<file path="src/design/prs_pkg.sv">
// constants and types for the program counter and return stack
// ----------------------------------------
// Overview of operation
// - fifteen-bit counter; low byte software visible, upper seven written by software only through latch
// - every reset clears the whole counter to zero
// - writing the low byte also loads counter bits 14..8 from the latch
// - subroutine jump: operand gives low byte and bits 10..8, latch gives 14..11
// - indirect subroutine jump: working register gives low byte, latch gives upper part
// - accumulator branch: counter becomes counter plus one plus unsigned working register
// - literal branch: counter becomes counter plus one plus signed operand
// - return stack holds sixteen entries of fifteen bits, outside memory spaces
// - push on jumps and interrupt vectoring; pop on the one return request, PRS_OP_RET
// - pushes and pops never change the high latch
// - fault reset off: stack wraps, seventeenth push overwrites the first entry
// - overflow and underflow flags set whether or not fault reset is on
// - stack index is five bits so overflow and underflow are visible
// - top-of-stack registers access the entry the stack index selects, but read zero with fault reset on and stack empty
// - push increments index then writes; pop reads then decrements
// - after reset the stack is empty with index 0x1f
// - fault reset off and stack empty: top-of-stack reads give entry 0x0f
// - fault reset on: overflow or underflow requests a device reset
// ----------------------------------------
package prs_pkg;

   localparam int PC_W = 15;
   localparam int HI_W = 7;
   localparam int IDX_W = 5;
   localparam int DEPTH = 16;

   // ----------------------------------------
   // register map
   // ----------------------------------------
   localparam logic [2:0] ADDR_PCL = 3'h0;
   localparam logic [2:0] ADDR_LATCH = 3'h1;
   localparam logic [2:0] ADDR_INDEX = 3'h2;
   localparam logic [2:0] ADDR_TOP_OF_STACK_LOW = 3'h3;
   localparam logic [2:0] ADDR_TOP_OF_STACK_HIGH = 3'h4;
   localparam logic [2:0] ADDR_STATUS = 3'h5;

   // status register bits
   localparam int ST_OVF_BIT = 0;
   localparam int ST_UNF_BIT = 1;

   localparam logic [IDX_W-1:0] IDX_EMPTY = 5'h1f;
   localparam logic [IDX_W-1:0] IDX_TOP = 5'h0f;
   localparam logic [PC_W-1:0] PC_RST = 15'h0000;
   localparam logic [HI_W-1:0] LATCH_RST = 7'h00;

   // counter load requests from the execute logic
   typedef enum logic [2:0] {
      PRS_OP_NONE = 3'h0,
      PRS_OP_CALL = 3'h1,
      PRS_OP_INDIRECT_SUBROUTINE_JUMP = 3'h2,
      PRS_OP_BRW = 3'h3,
      PRS_OP_BRA = 3'h4,
      PRS_OP_RET = 3'h5,
      PRS_OP_IRQ = 3'h6,
      PRS_OP_INC = 3'h7
   } prs_op_t;

   typedef struct packed {
      prs_op_t op;
      logic [10:0] operand;
      logic [7:0] wreg;
      logic [PC_W-1:0] vector;
   } prs_cmd_t;

   typedef struct packed {
      logic [2:0] addr;
      logic [7:0] wdata;
      logic wr;
      logic rd;
   } prs_bus_t;

endpackage : prs_pkg

</file>
<file path="src/design/prs_pc_stack.sv">
// program counter loading and hardware return stack
//
// Design decisions made here: the placing of the registers and strobed register access.
`timescale 1ns/1ps
module prs_pc_stack #(
   parameter int DEPTH = prs_pkg::DEPTH
) (
   // clock and reset
   input wire logic i_clk,
   input wire logic i_srst,
   // configuration
   input wire logic i_stack_fault_reset_enable,
   // execute logic
   input wire prs_pkg::prs_cmd_t i_cmd,
   // register port
   input wire prs_pkg::prs_bus_t i_bus,
   output logic [7:0] o_rdata,
   // state
   output logic [prs_pkg::PC_W-1:0] o_pc,
   output logic o_stack_overflow_flag,
   output logic o_stack_underflow_flag,
   output logic o_stack_fault_reset
);

   logic [prs_pkg::PC_W-1:0] pc_ff;
   logic [prs_pkg::PC_W-1:0] nxt_pc;
   logic [prs_pkg::HI_W-1:0] latch_ff;
   logic [prs_pkg::IDX_W-1:0] idx_ff;
   logic [prs_pkg::IDX_W-1:0] nxt_idx;
   logic [prs_pkg::PC_W-1:0] stack_q [DEPTH];
   logic ovf_ff;
   logic unf_ff;
   logic fault_ff;
   logic [7:0] rdata_ff;
   logic push;
   logic pop;
   logic ovf_ev;
   logic unf_ev;
   logic [prs_pkg::PC_W-1:0] pc_inc;
   logic [prs_pkg::PC_W-1:0] tos;
   logic [prs_pkg::PC_W-1:0] pushed;
   logic [3:0] slot;
   logic [3:0] push_slot;
   logic pcl_wr;
   logic latch_wr;
   logic index_wr;
   logic top_of_stack_low_wr;
   logic top_of_stack_high_wr;
   logic status_wr;
   logic ovf_clr;
   logic unf_clr;
   logic fault_ev;
   logic idx_restore;
   logic [prs_pkg::PC_W-1:0] call_target;
   logic [prs_pkg::PC_W-1:0] indirect_subroutine_jump_target;
   logic [prs_pkg::PC_W-1:0] brw_target;
   logic [prs_pkg::PC_W-1:0] bra_target;
   logic [prs_pkg::PC_W-1:0] bra_offset;
   logic [prs_pkg::PC_W-1:0] pcl_target;
   logic [7:0] nxt_rdata;
   logic [DEPTH-1:0] slot_push_wr;
   logic [DEPTH-1:0] slot_lo_wr;
   logic [DEPTH-1:0] slot_hi_wr;

   // ----------------------------------------
   // decode
   // ----------------------------------------
   assign pc_inc = pc_ff + 15'h0001;

   // calls and vectoring push; every return kind pops
   always_comb begin
      push = 1'b0;
      pop = 1'b0;
      unique case (i_cmd.op)
         prs_pkg::PRS_OP_CALL: push = 1'b1;
         prs_pkg::PRS_OP_INDIRECT_SUBROUTINE_JUMP: push = 1'b1;
         prs_pkg::PRS_OP_IRQ: push = 1'b1;
         prs_pkg::PRS_OP_RET: pop = 1'b1;
         default: begin
         end
      endcase
   end

   assign pcl_wr = i_bus.wr && (i_bus.addr == prs_pkg::ADDR_PCL);
   assign slot = idx_ff[3:0];
   assign ovf_ev = push && (idx_ff == prs_pkg::IDX_TOP);
   assign unf_ev = pop && (idx_ff == prs_pkg::IDX_EMPTY);

   // push moves the index up before the write; pop reads before moving down
   always_comb begin
      if (push) begin
         nxt_idx = idx_ff + 5'h01;
      end else if (pop) begin
         nxt_idx = idx_ff - 5'h01;
      end else begin
         nxt_idx = idx_ff;
      end
   end

   assign push_slot = nxt_idx[3:0];
   assign pushed = pc_inc;

   // ----------------------------------------
   // register write decode
   // ----------------------------------------
   assign latch_wr = i_bus.wr && (i_bus.addr == prs_pkg::ADDR_LATCH);
   assign index_wr = i_bus.wr && (i_bus.addr == prs_pkg::ADDR_INDEX);
   assign top_of_stack_low_wr = i_bus.wr && (i_bus.addr == prs_pkg::ADDR_TOP_OF_STACK_LOW);
   assign top_of_stack_high_wr = i_bus.wr && (i_bus.addr == prs_pkg::ADDR_TOP_OF_STACK_HIGH);
   assign status_wr = i_bus.wr && (i_bus.addr == prs_pkg::ADDR_STATUS);

   // writing a zero to a flag bit clears it, a one leaves it alone
   assign ovf_clr = status_wr && !i_bus.wdata[prs_pkg::ST_OVF_BIT];
   assign unf_clr = status_wr && !i_bus.wdata[prs_pkg::ST_UNF_BIT];
   assign fault_ev = ovf_ev || unf_ev;

   // with fault reset on, a faulting push or pop leaves the stack empty
   assign idx_restore = fault_ev && i_stack_fault_reset_enable;

   // ----------------------------------------
   // jump and branch targets
   // ----------------------------------------
   assign call_target = {latch_ff[6:3], i_cmd.operand};
   assign indirect_subroutine_jump_target = {latch_ff, i_cmd.wreg};
   assign pcl_target = {latch_ff, i_bus.wdata};

   // branches start from the already incremented counter
   assign brw_target = pc_inc + {7'h00, i_cmd.wreg};

   // nine-bit signed offset, sign spread over the upper six bits
   assign bra_offset = {{6{i_cmd.operand[8]}}, i_cmd.operand[8:0]};
   assign bra_target = pc_inc + bra_offset;

   // ----------------------------------------
   // top of stack
   // ----------------------------------------

   always_comb begin
      if (idx_ff == prs_pkg::IDX_EMPTY && i_stack_fault_reset_enable) begin
         tos = prs_pkg::PC_RST;
      end else begin
         tos = stack_q[slot];
      end
   end

   // ----------------------------------------
   // program counter
   // ----------------------------------------
   always_comb begin
      nxt_pc = pc_inc;
      unique case (i_cmd.op)
         prs_pkg::PRS_OP_NONE: nxt_pc = pc_ff;
         prs_pkg::PRS_OP_CALL: nxt_pc = call_target;
         prs_pkg::PRS_OP_INDIRECT_SUBROUTINE_JUMP: nxt_pc = indirect_subroutine_jump_target;
         prs_pkg::PRS_OP_BRW: nxt_pc = brw_target;
         prs_pkg::PRS_OP_BRA: nxt_pc = bra_target;
         prs_pkg::PRS_OP_RET: nxt_pc = tos;
         prs_pkg::PRS_OP_IRQ: nxt_pc = i_cmd.vector;
         prs_pkg::PRS_OP_INC: nxt_pc = pc_inc;
      endcase
      // a software write of the low byte overrides the execute request
      if (pcl_wr) begin
         nxt_pc = pcl_target;
      end
   end

   always_ff @(posedge i_clk) begin
      if (i_srst) begin
         pc_ff <= prs_pkg::PC_RST;
      end else begin
         pc_ff <= nxt_pc;
      end
   end

   // latch: only software writes it, never the stack
   always_ff @(posedge i_clk) begin
      if (i_srst) begin
         latch_ff <= prs_pkg::LATCH_RST;
      end else if (latch_wr) begin
         latch_ff <= i_bus.wdata[6:0];
      end
   end

   // ----------------------------------------
   // stack index and storage
   // ----------------------------------------
   always_ff @(posedge i_clk) begin
      if (i_srst) begin
         idx_ff <= prs_pkg::IDX_EMPTY;
      end else if (push || pop) begin
         // index writes are refused while the execute side moves the stack
         idx_ff <= idx_restore ? prs_pkg::IDX_EMPTY : nxt_idx;
      end else if (index_wr) begin
         idx_ff <= i_bus.wdata[4:0];
      end
   end

   // three write enables per entry (push, low, high); a push beats a software write to the top
   always_comb begin
      slot_push_wr = '0;
      slot_lo_wr = '0;
      slot_hi_wr = '0;
      if (push) begin
         slot_push_wr[push_slot] = 1'b1;
      end else if (top_of_stack_low_wr) begin
         slot_lo_wr[slot] = 1'b1;
      end else if (top_of_stack_high_wr) begin
         slot_hi_wr[slot] = 1'b1;
      end
   end

   for (genvar g = 0; g < DEPTH; g++) begin : g_slot
      prs_stack_slot u_slot (
         .i_clk(i_clk),
         .i_push_wr(slot_push_wr[g]),
         .i_lo_wr(slot_lo_wr[g]),
         .i_hi_wr(slot_hi_wr[g]),
         .i_push_data(pushed),
         .i_wdata(i_bus.wdata),
         .o_q(stack_q[g])
      );
   end

   // ----------------------------------------
   // fault flags and reset request
   // ----------------------------------------
   // set wins over a same-cycle software clear
   always_ff @(posedge i_clk) begin
      if (i_srst) begin
         ovf_ff <= 1'b0;
      end else begin
         ovf_ff <= ovf_ev || (ovf_ff && !ovf_clr);
      end
   end

   always_ff @(posedge i_clk) begin
      if (i_srst) begin
         unf_ff <= 1'b0;
      end else begin
         unf_ff <= unf_ev || (unf_ff && !unf_clr);
      end
   end

   always_ff @(posedge i_clk) begin
      if (i_srst) begin
         fault_ff <= 1'b0;
      end else begin
         fault_ff <= idx_restore;
      end
   end

   // ----------------------------------------
   // register read
   // ----------------------------------------
   // read data is zero outside the cycle after a read strobe
   always_comb begin
      nxt_rdata = 8'h00;
      if (i_bus.rd) begin
         unique case (i_bus.addr)
            prs_pkg::ADDR_PCL: nxt_rdata = pc_ff[7:0];
            prs_pkg::ADDR_LATCH: nxt_rdata = {1'b0, latch_ff};
            prs_pkg::ADDR_INDEX: nxt_rdata = {3'h0, idx_ff};
            prs_pkg::ADDR_TOP_OF_STACK_LOW: nxt_rdata = tos[7:0];
            prs_pkg::ADDR_TOP_OF_STACK_HIGH: nxt_rdata = {1'b0, tos[14:8]};
            prs_pkg::ADDR_STATUS: nxt_rdata = {6'h00, unf_ff, ovf_ff};
            default: nxt_rdata = 8'h00;
         endcase
      end
   end

   always_ff @(posedge i_clk) begin
      if (i_srst) begin
         rdata_ff <= 8'h00;
      end else begin
         rdata_ff <= nxt_rdata;
      end
   end

   // ----------------------------------------
   // outputs
   // ----------------------------------------
   assign o_rdata = rdata_ff;
   assign o_pc = pc_ff;
   assign o_stack_overflow_flag = ovf_ff;
   assign o_stack_underflow_flag = unf_ff;
   assign o_stack_fault_reset = fault_ff;

endmodule : prs_pc_stack

// ----------------------------------------
// one return stack entry
// ----------------------------------------
module prs_stack_slot (
   // clock
   input wire logic i_clk,
   // write controls
   input wire logic i_push_wr,
   input wire logic i_lo_wr,
   input wire logic i_hi_wr,
   // write data
   input wire logic [prs_pkg::PC_W-1:0] i_push_data,
   input wire logic [7:0] i_wdata,
   // stored return address
   output logic [prs_pkg::PC_W-1:0] o_q
);

   logic [prs_pkg::PC_W-1:0] q_ff;

   // entries are not reset: emptiness lives in the index, not the contents
   always_ff @(posedge i_clk) begin
      if (i_push_wr) begin
         q_ff <= i_push_data;
      end else if (i_lo_wr) begin
         q_ff[7:0] <= i_wdata;
      end else if (i_hi_wr) begin
         q_ff[14:8] <= i_wdata[6:0];
      end
   end

   assign o_q = q_ff;

endmodule : prs_stack_slot

</file>
<file path="config.mk">
export PLATFORM = sky130hd
export DESIGN_NAME = prs_pc_stack
export DESIGN_NICKNAME = d
export VERILOG_FILES = /design/src/design/prs_pkg.sv /design/src/design/prs_pc_stack.sv
export SDC_FILE = /design/constraint.sdc
export NUM_CORES = 1
export LEC_CHECK = 0
export BUFFER_PORTS_ARGS = -buffer_cell sky130_fd_sc_hd__buf_2
export CAP_MARGIN = 25
export CORE_AREA = 2 2 225 227
export DETAILED_ROUTE_END_ITERATION = 8
export DIE_AREA = 0 0 227 229
export SETUP_SLACK_MARGIN = 0.3
export SYNTH_ARGS = -nofsm -noshare
export SYNTH_HDL_FRONTEND = slang
export SYNTH_HIERARCHICAL = 1
export SYNTH_SLANG_ARGS = --single-unit
export TNS_END_PERCENT = 50
</file>
<file path="constraint.sdc">
create_clock -name i_clk -period 5.3 [get_ports i_clk]
set_input_delay 1.06 -clock i_clk [delete_from_list [all_inputs] [get_ports i_clk]]
set_output_delay 1.06 -clock i_clk [all_outputs]
set_load 0.005 [all_outputs]
</file>
After elaboration in Yosys (flattened, before gate mapping):

Cells that the tools add are included.

* $add $sub $neg: 5
* magnitude comparators: 5
* equality and inequality tests: 32
* muxes and demuxes: 88
* bitwise logic cells: 2
* reduce and logical (&&, ||, !) cells: 78

Operator list (number)
* two-way mux 15 bit: 20
* two-way mux 7 bit: 32
* two-way mux 8 bit: 16
* one-hot mux 15 bit (7 select lines): 1
* two-way mux 16 bit: 6
* nonzero test 2 bit: 33
* binary-select mux 15 bit (select 4 bit): 1
* one-hot mux 8 bit (6 select lines): 1
* inequality test 2 bit, second input constant: 17
* AND reduction 2 bit: 17
* two-way mux 5 bit: 5
* == test 3 bit, second input constant: 6
* logical AND 1 bit: 16
* adder 15 x 1 -> 15 bit, second input constant: 1
* adder 15 bit: 1
* adder 15 x 8 -> 15 bit: 1
* == test 3 x 2 -> 1 bit, second input constant: 4
* less-than comparator 4 x 5 -> 1 bit, second input constant: 2
* demux 1 bit (select 4 bit): 2
* greater-or-equal comparator 4 x 1 -> 1 bit, second input constant: 2
* == test 3 x 1 -> 1 bit, second input constant: 2
* logical NOT 3 bit: 2
* adder 5 x 1 -> 5 bit, second input constant: 1
* == test 5 x 4 -> 1 bit, second input constant: 1
* other kinds (11): 20

* flip-flop bits (word level): 278
* input bits: 53
* output and inout bits: 26
* logic and storage cells: 250

Longest topological paths before layout:

Gate-level depths: netlist of run 1.

* word-level depth: 11
* depth in mapped cells: 15
* depth with buffers taken out: 13

Hierarchy:

The synthesis of run 1 kept the hierarchy.

Modules (own cells, without submodules)
* prs_stack_slot: instances 16, cells each 56, area an instance 643.1 um^2, seq. area each 450.4 um^2
* prs_pc_stack: instances 1, cells each 678, area an instance 5908.2 um^2, seq. area each 760.7 um^2

Worst setup path before layout of run 1:

No wires, ideal clock.

* kind: in2reg
* start point: input i_cmd[36] in the netlist's numbering
* end point: register pc_ff, in the netlist o_pc[12]
* setup time: 0.086 ns
* arrival time: 3.784 ns
* setup slack: 1.430 ns
* cell stages on the path: 15
* buffers on the path: 2
* path through: buf_4 -> nor3b_4 -> buf_6 -> mux2_2 -> ha_1 -> inv_1 -> fa_1 -> nand2b_1 -> a21oi_1 -> a211oi_1 -> o311ai_2 -> nand4_1 -> nand3_1 -> a211o_1 -> a211oi_1

* cells in the longest elaborated chain, start to end: 3
* elaborated cells between the ends (all ways): 11

Ends and longest elaborated chain
* start: declaration: RTL line prs_pc_stack.sv:14 `input wire prs_pkg::prs_cmd_t i_cmd,`
* == test 3 bit, or another cell as far along: RTL line prs_pc_stack.sv:151 `unique case (i_cmd.op)`
* one-hot mux 15 bit (7 select lines): RTL line prs_pc_stack.sv:151
* two-way mux 15 bit: RTL line prs_pc_stack.sv:162 `if (pcl_wr) begin`
* end signal: assignment: RTL line prs_pc_stack.sv:169 `pc_ff <= prs_pkg::PC_RST;`
* end signal: assignment: RTL line prs_pc_stack.sv:171 `pc_ff <= nxt_pc;`
* end: declaration: RTL line prs_pc_stack.sv:25 `logic [prs_pkg::PC_W-1:0] pc_ff;`

Several ways; a longest one is shown, not always the timed one.
A chain may end at the register's enable or synchronous reset.

Worst setup path after layout of run 1:

Ends and elaborated chain as after synthesis.

==> impl_results.md, run 1 <==
- CTS resizes: 0
- Critical path required time: 5.79 ns
- Final nets: 1,718
- Final setup fails: 0
- Post-synthesis sequential area ratio: 49.2%
- Critical Path Sink: o_pc[12]
- Peak supply drop: 335 uV
- Post-synth net total: 1,647
- Core area: 0.0497 sq mm
- Placed insts: 2,285
- Status: completed
- WL final: 55.4 mm
- Diodes inserted: 0
- Post-layout min period: 4.07 ns
- Ys Warns: 6
- Mapped cell area: 0.0162 sq mm
- Root buf cell: clkbuf_16
- #FFs+latches synth: 278
- Max Cap Violations: 0
- Final Max Slew Viols: 0
- Via count: 12,900
- Fin cells: 2,340
- EDFF count, synth: 240
- Vias/cell: 5.52
- I/O Pins: 79
- Synth Instances: 1,574
- Routability cong.: 0.992
- Synthesized area per cell: 10.3 sq um
- Max Clk Rate: 245 MHz
- Synth cell types: 68
- Hold Fails Final Rpt: 0
- R2r endpoint: o_pc[12]
- Gr ovfl total: 0
- Share of the synthesized area in the top cell type: 44.5%
- Die X: 227 um
- Vias in the first global route: 12,500
- Clock-pin transition on the worst setup and hold timing paths: 0.07 ns
- Fillers: 4,908
- CTS H-Tree Depth: 1
- Storage cell area: 0.00798 sq mm
- GRT Util Overall: 21.1%
- Final setup TNS: 0 ns
- Unrepaired setup endpoints after global routing: false
- DRC: 0
- R2R depth: 13
- # clock sinks: 278
- Cell type with the largest total area after synthesis: edfxtp_1
- Area Overhead vs Synth: 12.9%
- Critical Path Fanout Max: 18
- CP endpoint kind: flop
- Share of cells above drive strength 1: 16.8%
- Worst reg-to-reg setup slack: 1.52 ns
- LEAKAGE: 6.94 nW
- # Post-CTS Setup Buffers: 0
- Hold Crit Class: reg2reg
- Initial Utilization: 32.6%
- First-pass GRT wire length: 80.6 mm
- Maximum clock path buffer count: 3
- Worst hold start: o_stack_underflow_flag
- Critical Path Source: i_cmd[36]
- Rows: 82
- Worst path arrival time: 4.57 ns
- Clk_lat worst skew: 0.62 ns
- CTS tree: yes
- Worst Tran Pin Value: 1.05 ns
- Ys async rst share: 0%
- Die area: 0.0520 sq mm
- Drt wl/cell: 23.7 um
- Power Density: 311 mW/mm^2
- Largest net degree at the start of global routing: 55
- Max_slew headroom: 29.6%
- Area of the multi-input gates: 0.00766 sq mm
- RR Startpoint: o_pc[2]
- Most area-consuming cells after synthesis: edfxtp_1 (44%), nand2_1 (12%), mux4_2 (10%), dfxtp_1 (4.7%), nand2b_1 (4.7%)
- CTS Hold Bufs: 0
- Chip height: 229 um
- Setup Skew: 0.0503 ns
- Worst setup SP type: input port
- DRT iter0 DRCs: 1,525
- Pre-antenna DRT Iters: 5
- Fin crit share: 76.9%
- Crit Path Category: in2reg
- Hpwl dp: 38.4 mm
- Commonest register cell after synthesis: edfxtp_1
- Initial antenna violation count: 0
- I/O Buffers: 78
- CTS buffer count: 30
- Post-route ant nets: 0
## synth_stat cells (all sizes together), types with 7 or more instances
cell / n
xnor2: 22
a221oi: 11
o211ai: 8
xor2: 9
a31oi: 7
nand2b: 121
o22ai: 10
a22oi: 16
mux4: 75
inv: 39
dfxtp: 38
nand4: 8
a21oi: 39
a21o: 19
mux2i: 18
nand3: 18
nor2: 105
or2: 20
nand2: 500
ha: 19
o221ai: 8
nor3: 9
buf: 48
o21ai: 33
edfxtp: 240
and2: 12
mux2: 24
clkbuf: 35
## worst max-delay path: stages
cell	delay, ns
buf_2	0.31
nor3b_4	0.55
mux2_2	0.41
ha_1	0.20
inv_1	0.07
fa_1	0.19
nand2b_1	0.13
a21oi_1	0.07
a211oi_1	0.58
o311ai_2	0.22
nand4_1	0.18
nand3_1	0.09
a211o_1	0.27
a211oi_1	0.24
## worst min path at each step
stage,endpoint,slack (ns),cells past startpoint
floorplan,o_stack_underflow_flag,0.48,2
global placement,o_stack_underflow_flag,0.49,2
detailed placement,o_stack_underflow_flag,0.50,2
CTS,o_stack_underflow_flag,0.52,2
global route,o_stack_overflow_flag,0.56,2
finish,o_stack_underflow_flag,0.52,2
## layout by cell type (no fill, tap or decap), types with 10 or more instances in the layout
| cell type | instances |
|---|---|
| buf_4 | 44 |
| clkbuf_16 | 30 |
| mux2i_1 | 18 |
| mux2_2 | 24 |
| nand3_1 | 18 |
| edfxtp_1 | 240 |
| mux4_2 | 75 |
| ha_1 | 19 |
| o21ai_0 | 29 |
| a21o_1 | 19 |
| and2_1 | 12 |
| nand2b_1 | 121 |
| dfxtp_1 | 36 |
| buf_2 | 78 |
| nor2_1 | 105 |
| a221oi_1 | 11 |
| nand2_1 | 500 |
| a21oi_1 | 39 |
| a22oi_1 | 16 |
| o22ai_1 | 10 |
| xnor2_1 | 17 |
| or2_1 | 17 |
| inv_1 | 39 |
## registers in the layout (all words and copies together), names as in the netlist
signal	flops
g_slot.u_slot/o_q	240
o_pc	15
o_rdata	8
latch_ff	7
idx_ff	5
o_stack_fault_reset	1
o_stack_overflow_flag	1
o_stack_underflow_flag	1
## layer usage
layer / global-route usage, % / vias up / share of wire [%]
li1: - / 5714 / -
met1: 28.3 / 6389 / 41
met2: 33.5 / 675 / 45
met3: 3.64 / 146 / 8.7
met4: 9.03 / 0 / 4.9
met5: 0 / - / 0
## report_power, final
group,total [mW],switching [mW],internal (mW)
Combinational,1.09,0.693,0.395
Sequential,2.56,0.0949,2.47
Clock,2.04,0.902,1.14
Total,5.69,1.69,4.00
## cell families after synthesis
kind of cell | synth area share, %
flip-flops | 49.2
AND/OR/NAND/NOR | 22.0
multiplexers | 13.2
buffers and inverters | 3.84
XOR/XNOR | 2.10
adder cells (fa/ha/maj) | 1.65
AO/OA/AOI/OAI | 7.96
## final cells by class
cell class | count | share of cell area (%)
flip-flops and latches | 278 | 43.6
multi-input cells | 1173 | 41.9
well taps | 672 | 4.60
clock buffers | 39 | 4.29
repair buffers | 122 | 3.94
clock inverters | 16 | 0.848
inverters | 40 | 0.821
## per-stage QoR
stage	util, %	hold slack [ns]	total power [mW]	area (sq um)	setup slack (ns)
final	36.8	0.517	5.69	18300	1.23
after global routing	36.8	0.561	5.87	18300	0.998
after CTS	36.8	0.515	5.70	18300	1.24
after detailed placement	34.9	0.497	3.67	17300	0.656
after global placement	34.9	0.495	3.66	17300	0.754
after floorplan	-	0.483	3.23	16200	1.43
(Power assumes the default switching activity.)
==> run 2, diff against run 1 <==
ABC_AREA = 1   (was default)
CORE_AREA = 2 2 227 229   (was 2 2 225 227)
DIE_AREA = 0 0 229 231   (was 0 0 227 229)
clock period = 4 ns   (was 5.3 ns; I/O delays follow)
==> run 2 against run 1 <==
Cell area up 0.75%. Largest power group unchanged. Core utilization down 0.47 points. Sequential power up 32%. Hold slack worse by 0.0077 ns. Die area up 1.8%. Largest cell class unchanged. Highest routed layer unchanged. Power up 38%. Synthesized area up 1.6%. Final cell count up 24%.
==> impl_results.md, run 2 <==
- #FFs+latches synth: 278 (unchanged)
- LEAKAGE: 7.72 nW (was 6.94 nW)
- Rows: 83 (was 82)
- R2r endpoint: o_pc[10] (was o_pc[12])
- CP endpoint kind: flop (unchanged)
- Worst setup SP type: flop (was input port)
- Pre-antenna DRT Iters: 6 (was 5)
- Largest net degree at the start of global routing: 83 (was 55)
- Max Clk Rate: 305 MHz
- I/O Buffers: 78 (unchanged)
- GRT Util Overall: 21.7% (was 21.1%)
- Final nets: 2,276 (was 1,718)
- Count leader, synth: nand2_1 (unchanged)
- Fin cells: 2,907 (was 2,340)
- DRC: 0 (unchanged)
- Routability cong.: 0.981 (was 0.992)
- Diodes inserted: 0 (unchanged)
- Worst reg-to-reg setup slack: 0.73 ns (was 1.52 ns)
- Drt wl/cell: 20.0 um (was 23.7 um)
- Mapped cell area: 0.0164 sq mm (was 0.0162 sq mm)
- Setup Skew: 0.0107 ns (was 0.0503 ns)
- Critical Path Source: o_pc[4] (was i_cmd[36])
- Commonest non-fill, non-tap cell in the layout: nand2_1 (unchanged)
- Initial antenna violation count: 0 (unchanged)
- # clock sinks: 278 (unchanged)
- Final Util: 36.4% (was 36.8%)
- First-pass GRT wire length: 88.3 mm (was 80.6 mm)
- Final setup TNS: 0 ns (unchanged)
- Share of cells above drive strength 1: 10.5% (was 16.8%)
- Clock-pin transition on the worst setup and hold timing paths: 0.06 ns (was 0.07 ns)
- Peak supply drop: 328 uV (was 335 uV)
- Cell type with the largest total area after synthesis: edfxtp_1 (unchanged)
- Commonest cells in the netlist: nand2_1 (925), edfxtp_1 (240), nor2_1 (228), o21ai_0 (167), inv_1 (113) (was nand2_1 (500), edfxtp_1 (240), nand2b_1 (121), nor2_1 (105), mux4_2 (75))
- Post-layout min period: 3.27 ns
- Worst path arrival time: 3.73 ns (was 4.57 ns)
- Critical path required time: 4.45 ns (was 5.79 ns)
- Post-synthesis compound-gate area fraction: 11.0% (was 7.96%)
- Crit Path Category: reg2reg (was in2reg)
- RR Startpoint: o_pc[4] (was o_pc[2])
- Commonest register cell after synthesis: edfxtp_1 (unchanged)
- Vias/cell: 5.21 (was 5.52)
- Clk_lat worst skew: 0.58 ns (was 0.62 ns)
- CTS buffer count: 30 (unchanged)
- Gr ovfl total: 0 (unchanged)
- Max FFs per register: 240 (unchanged)
- Ys Warns: 6 (unchanged)
- Hold Crit Class: reg2reg (unchanged)
- Post-synth net total: 2,211 (was 1,647)
- R2R depth: 16 (was 13)
- Post-synthesis sequential area ratio: 48.4% (was 49.2%)
- Post-Synth Simple-Gate Area: 30.6% (was 22.0%)
- Fin crit share: 81.9%
- WL final: 58.2 mm (was 55.4 mm)
- CTS H-Tree Depth: 1 (unchanged)
- Synth Instances: 2,138 (was 1,574)
- Final setup fails: 0 (unchanged)
- Root buf cell: clkbuf_16 (unchanged)
- Share of the synthesized area in the top cell type: 43.8% (was 44.5%)
- Post-Synth XOR/XNOR Area: 0.578% (was 2.10%)
- Mux share of post-synthesis cell area: 0% (was 13.2%)
- Synthesized area per cell: 7.69 sq um (was 10.3 sq um)
- Die X: 229 um (was 227 um)
- I/O Pins: 79 (unchanged)
- Hold Fails Final Rpt: 0 (unchanged)
- Maximum clock path buffer count: 3 (unchanged)
- # Post-CTS Setup Buffers: 0 (unchanged)
- Critical Path Fanout Max: 6 (was 18)
- Ys async rst share: 0% (unchanged)
- Core area: 0.0507 sq mm (was 0.0497 sq mm)
- Critical Path Sink: o_pc[10] (was o_pc[12])
- CTS tree: yes (unchanged)
- Initial Utilization: 32.5% (was 32.6%)
- Most frequent cells in the layout: nand2_1 (925), edfxtp_1 (240), nor2_1 (227) (was nand2_1 (500), edfxtp_1 (240), nand2b_1 (121))
- Post-Synth Adder-Cell Area: 1.57% (was 1.65%)
- Worst Tran Pin Value: 1.12 ns (was 1.05 ns)
- Most area-consuming cells after synthesis: edfxtp_1 (44%), nand2_1 (21%), nor2_1 (5.2%), o21ai_0 (5.1%), dfxtp_1 (4.6%) (was edfxtp_1 (44%), nand2_1 (12%), mux4_2 (10%), dfxtp_1 (4.7%), nand2b_1 (4.7%))
- Unrepaired setup endpoints after global routing: false (unchanged)
- Max_slew headroom: 25.0% (was 29.6%)
- CTS Hold Bufs: 0 (unchanged)
- CTS resizes: 0 (unchanged)
- Max Cap Violations: 0 (unchanged)
- Hpwl dp: 40.8 mm (was 38.4 mm)
- Status: completed (unchanged)
- Power Density: 426 mW/mm^2 (was 311 mW/mm^2)
- Final Max Slew Viols: 0 (unchanged)
- Placed insts: 2,850 (was 2,285)
- Vias in the first global route: 14,400 (was 12,500)
- Post-route ant nets: 0 (unchanged)
- EDFF count, synth: 240 (unchanged)
- Chip height: 231 um (was 229 um)
- Area Overhead vs Synth: 12.0% (was 12.9%)
- Largest family of logic cells by synthesized area: simple AND/OR/NAND/NOR gates (unchanged)
- Via count: 15,200 (was 12,900)
- DRT iter0 DRCs: 1,661 (was 1,525)
- Synth cell types: 52 (was 68)
- Die area: 0.0529 sq mm (was 0.0520 sq mm)
run 2: cell types whose count changed in the layout (fill, tap and decap cells not counted), sizes merged, moves of 36 or more:
cell | previous run | this run
nor2 | 105 | 240
inv | 39 | 137
o21ai | 33 | 173
nand2b | 121 | 0
mux4 | 75 | 0
nand2 | 500 | 931
o22ai | 10 | 51
nand3 | 18 | 54
run 2: how the worst min path moves through the flow:
stage           startpoint     endpoint  slack (ns)  depth (start not counted)
2_1_floorplan  latch_ff[5]  latch_ff[5]        0.44                          2
3_3_place_gp   latch_ff[0]  latch_ff[0]        0.49                          2
3_5_place_dp   latch_ff[4]  latch_ff[4]        0.49                          2
4_1_cts           i_bus[0]   o_rdata[7]        0.50                          3
5_1_grt        latch_ff[6]  latch_ff[6]        0.54                          2
6_report       latch_ff[4]  latch_ff[4]        0.51                          2
run 2: where the power goes:
| group | switching (mW) | internal, mW |
|---|---|---|
| clock | 1.20 | 1.60 |
| sequential | 0.0701 | 3.30 |
| combinational | 1.24 | 0.435 |
| total | 2.51 | 5.34 |
run 2: area by class of cell:
type                       count  area (sq um)
inverter                     142           577
fill                        5307         32300
clock buffer                  38           801
tap                          680           851
clock inverter                18           174
multi-input combinational   1622          7250
sequential                   278          7970
timing repair buffer         129           800
run 2: kinds of logic (layout without fill, tap and decap cells):
family                   after synthesis  after routing
XOR/XNOR                              10             10
buffers and inverters                238            327
AO/OA/AOI/OAI                        324            324
adder cells (fa/ha/maj)               20             20
AND/OR/NAND/NOR                     1268           1268
flip-flops                           278            278
run 2: worst max-delay path, cell delays in order, from the launching register on:
cell,delay [ns]
dfxtp_1,0.64
nand2_2,0.18
nor2_2,0.16
nand2_1,0.19
and2_1,0.24
ha_1,0.36
a21oi_1,0.17
o21a_1,0.13
o21ai_0,0.16
nand3_2,0.21
nand2_1,0.10
and2_1,0.16
or2_1,0.21
nand3_1,0.07
nand2_1,0.07
nand2_1,0.07
a21oi_1,0.05
run 2: metrics by stage:
| stage | power, mW | worst slack [ns] | hold WS (ns) | instance area [sq um] |
|---|---|---|---|---|
| 2_1_floorplan | 4.40 | 0.801 | 0.440 | 16400 |
| 3_3_place_gp | 5.04 | 0.346 | 0.495 | 17400 |
| 3_5_place_dp | 5.06 | 0.216 | 0.493 | 17400 |
| 4_1_cts | 7.83 | 0.792 | 0.501 | 18400 |
| 5_1_grt | 8.13 | 0.522 | 0.537 | 18400 |
| 6_report | 7.85 | 0.726 | 0.509 | 18400 |
run 2: layer usage:
metal	wire (um)	vias up	share of wire, %	global-route usage (%)
met5	0	-	0	0
met4	2270	0	3.9	7.89
met3	4690	115	8.1	3.25
met2	25300	791	44	33.6
met1	25900	7066	44	30.8
li1	-	7187	-	-
==> run 3, diff against run 2 <==
ABC_AREA = 0   (was 1)
CORE_AREA = 2 2 225 227   (was 2 2 227 229)
DIE_AREA = 0 0 227 229   (was 0 0 229 231)
clock period = 2.6 ns   (was 4 ns; I/O delays follow)
==> run 3 against run 2 <==
The flow now finishes with violations (negative setup slack). Power rose by 67%. Sequential share of layout area fell by 9.0 points. First-iteration DRC count fell by 1.3%. Critical path depth fell by 7. Register-to-register slack got worse by 0.96 ns. Non-clock buffer count rose by 290. Largest cell class is now multi-input gates. Highest routed layer is now met5. Clock power rose by 54%. Final cell count fell by 9.2%.
==> impl_results.md, run 3 (synthesis results as in run 1) <==
- Status: finished, violations left (was completed)
- Violated checks: negative setup slack
- Area of the multi-input gates: 0.00973 sq mm (was 0.00725 sq mm)
- Post-route ant nets: 0 (unchanged)
- Post-layout min period: 2.83 ns (was 3.27 ns)
- Clk_lat worst skew: 0.60 ns (was 0.58 ns)
- Setup Skew: 0.0228 ns (was 0.0107 ns)
- Rows: 82 (was 83)
- Total Power: 13.1 mW (was 7.85 mW)
- Hpwl dp: 42.4 mm (was 40.8 mm)
- Clock-pin transition on the worst setup and hold timing paths: 0.07 ns (was 0.06 ns)
- DRC: 0 (unchanged)
- Worst Tran Pin Value: 1.13 ns (was 1.12 ns)
- First-pass GRT wire length: 87.1 mm (was 88.3 mm)
- Initial antenna violation count: 1 (was 0)
- Unrepaired setup endpoints after global routing: true (was false)
- Chip height: 229 um (was 231 um)
- Worst hold start: i_cmd[30] (was latch_ff[4])
- Worst path arrival time: 3.31 ns (was 3.73 ns)
- Max Clk Rate: 353 MHz (was 305 MHz)
- Area Overhead vs Synth: 44.0% (was 12.0%)
- Worst setup margin: -0.234 ns (was 0.726 ns)
- DRT iter0 DRCs: 1,640 (was 1,661)
- Share of cells above drive strength 1: 49.3% (was 10.5%)
- R2R depth: 9 (was 16)
- Worst setup SP type: flop (unchanged)
- # clock sinks: 278 (unchanged)
- CTS H-Tree Depth: 1 (unchanged)
- Maximum clock path buffer count: 3 (unchanged)
- I/O Buffers: 78 (unchanged)
- LEAKAGE: 9.05 nW (was 7.72 nW)
- RR Startpoint: idx_ff[0] (was o_pc[4])
- Critical path required time: 3.08 ns (was 4.45 ns)
- Root buf cell: clkbuf_16 (unchanged)
- Vias/cell: 5.47 (was 5.21)
- Routability cong.: 0.994 (was 0.981)
- Hold Path End: o_pc[7] (was latch_ff[4])
- Largest net degree at the start of global routing: 27 (was 83)
- Core area: 0.0497 sq mm (was 0.0507 sq mm)
- Most frequent cells in the layout: nand2_1 (325), edfxtp_1 (240), buf_4 (237) (was nand2_1 (925), edfxtp_1 (240), nor2_1 (227))
- Worst reg-to-reg setup slack: -0.23 ns (was 0.73 ns)
- Worst hold stages: 3 (was 2)
- Fin cells: 2,639 (was 2,907)
- CTS buffer count: 30 (unchanged)
- Vias in the first global route: 13,700 (was 14,400)
- Peak supply drop: 464 uV (was 328 uV)
- Die area: 0.0520 sq mm (was 0.0529 sq mm)
- Fin crit share: 109% (was 81.9%)
- Drt wl/cell: 23.9 um (was 20.0 um)
- Power Density: 563 mW/mm^2 (was 426 mW/mm^2)
- Crit Path Category: reg2reg (unchanged)
- I/O Pins: 79 (unchanged)
- CTS tree: yes (unchanged)
- Placed insts: 2,478 (was 2,850)
- Max_slew headroom: 24.4% (was 25.0%)
- Final Max Slew Viols: 0 (unchanged)
- Fillers: 4,472 (was 5,307)
- Storage cell area: 0.00799 sq mm (was 0.00797 sq mm)
- Setup slack at placement: -0.906 ns (was 0.216 ns)
- Gr ovfl total: 0 (unchanged)
- Pre-antenna DRT Iters: 8 (was 6)
- Hold Crit Class: in2reg (was reg2reg)
- Initial Utilization: 32.6% (was 32.5%)
- Hold WS: 0.298 ns (was 0.509 ns)
- WL final: 63.0 mm (was 58.2 mm)
- Max Cap Violations: 0 (unchanged)
- R2r endpoint: o_pc[13] (was o_pc[10])
- Hold Fails Final Rpt: 0 (unchanged)
- Commonest non-fill, non-tap cell in the layout: nand2_1 (unchanged)
- CP endpoint kind: flop (unchanged)
- Diodes inserted: 0 (unchanged)
- Final nets: 2,016 (was 2,276)
- Max FFs per register: 240 (unchanged)
- Critical Path Fanout Max: 8 (was 6)
- Die X: 227 um (was 229 um)
- Via count: 14,400 (was 15,200)
- Final Util: 47.0% (was 36.4%)
- GRT Util Overall: 22.8% (was 21.7%)
- Final setup fails: 465 (was 0)
[run 3: cell types whose count changed in the layout (fill, tap and decap cells not counted), moves of 41 or more]
cell | previous run | this run
mux4_2 | 0 | 75
o22ai_1 | 51 | 6
nor2_1 | 227 | 85
o21ai_0 | 167 | 20
buf_6 | 0 | 64
nand2b_4 | 0 | 86
nand2_2 | 5 | 165
inv_1 | 113 | 34
buf_4 | 49 | 237
nand2_1 | 925 | 325
nand3_1 | 52 | 11
[run 3: cell type report]
type	instances	area share, %
multi-input combinational	1174	41.7
sequential	278	34.2
inverter	40	0.670
clock buffer	41	3.44
timing repair buffer	419	15.6
clock inverter	15	0.794
tap	672	3.60
[run 3: worst max-delay path by stage]
stage / depth (start not counted) / startpoint / slack (ns) / to
after floorplan: 15 / i_cmd[36] / -0.47 / o_pc[12]
after global placement: 13 / i_cmd[34] / -0.81 / o_pc[9]
after detailed placement: 13 / i_cmd[34] / -0.91 / o_pc[9]
after CTS: 13 / idx_ff[0] / -0.17 / g_slot[9].u_slot/o_q[2]
after global routing: 14 / o_pc[0] / -0.32 / o_pc[12]
final: 9 / idx_ff[0] / -0.23 / o_pc[13]
[run 3: where the power goes]
group	switching, mW	internal (mW)
logic	2.00	1.67
clock network	1.87	2.47
registers	0.0978	5.03
[run 3: layer usage]
metal | track usage (%) | up-vias | wire [um]
met4 | 10.2 | 2 | 3570
met2 | 36.0 | 797 | 29000
met1 | 30.3 | 7108 | 25100
met3 | 4.21 | 178 | 5350
met5 | 0 | - | 13
li1 | - | 6340 | -
[run 3: what timing repair did]
| item | CTS | global route |
|---|---|---|
| cloned | 1 | 17 |
| gates resized for setup | 97 | 371 |
| setup endpoints to repair | 508 | 508 |
| pin swaps | 51 | 104 |
| hold buffers | 0 | 0 |
| buffers inserted | 28 | 59 |
[run 3: critical path, cell delays in order (launching register included)]
cell and delay, ns:
dfxtp_4 0.38, buf_12 0.19, buf_8 0.12, mux4_2 0.57
mux4_2 0.56, nand2_2 0.12, o22ai_1 0.07, a2111oi_0 0.39
or4_1 0.24, o21ai_1 0.08
[run 3: per-stage QoR]
stage	area, sq um	TNS [ns]
after floorplan	16700	-9.18
after global placement	19400	-194.69
after detailed placement	19400	-207.75
after CTS	21000	-18.14
after global routing	23300	-62.54
final	23300	-30.41
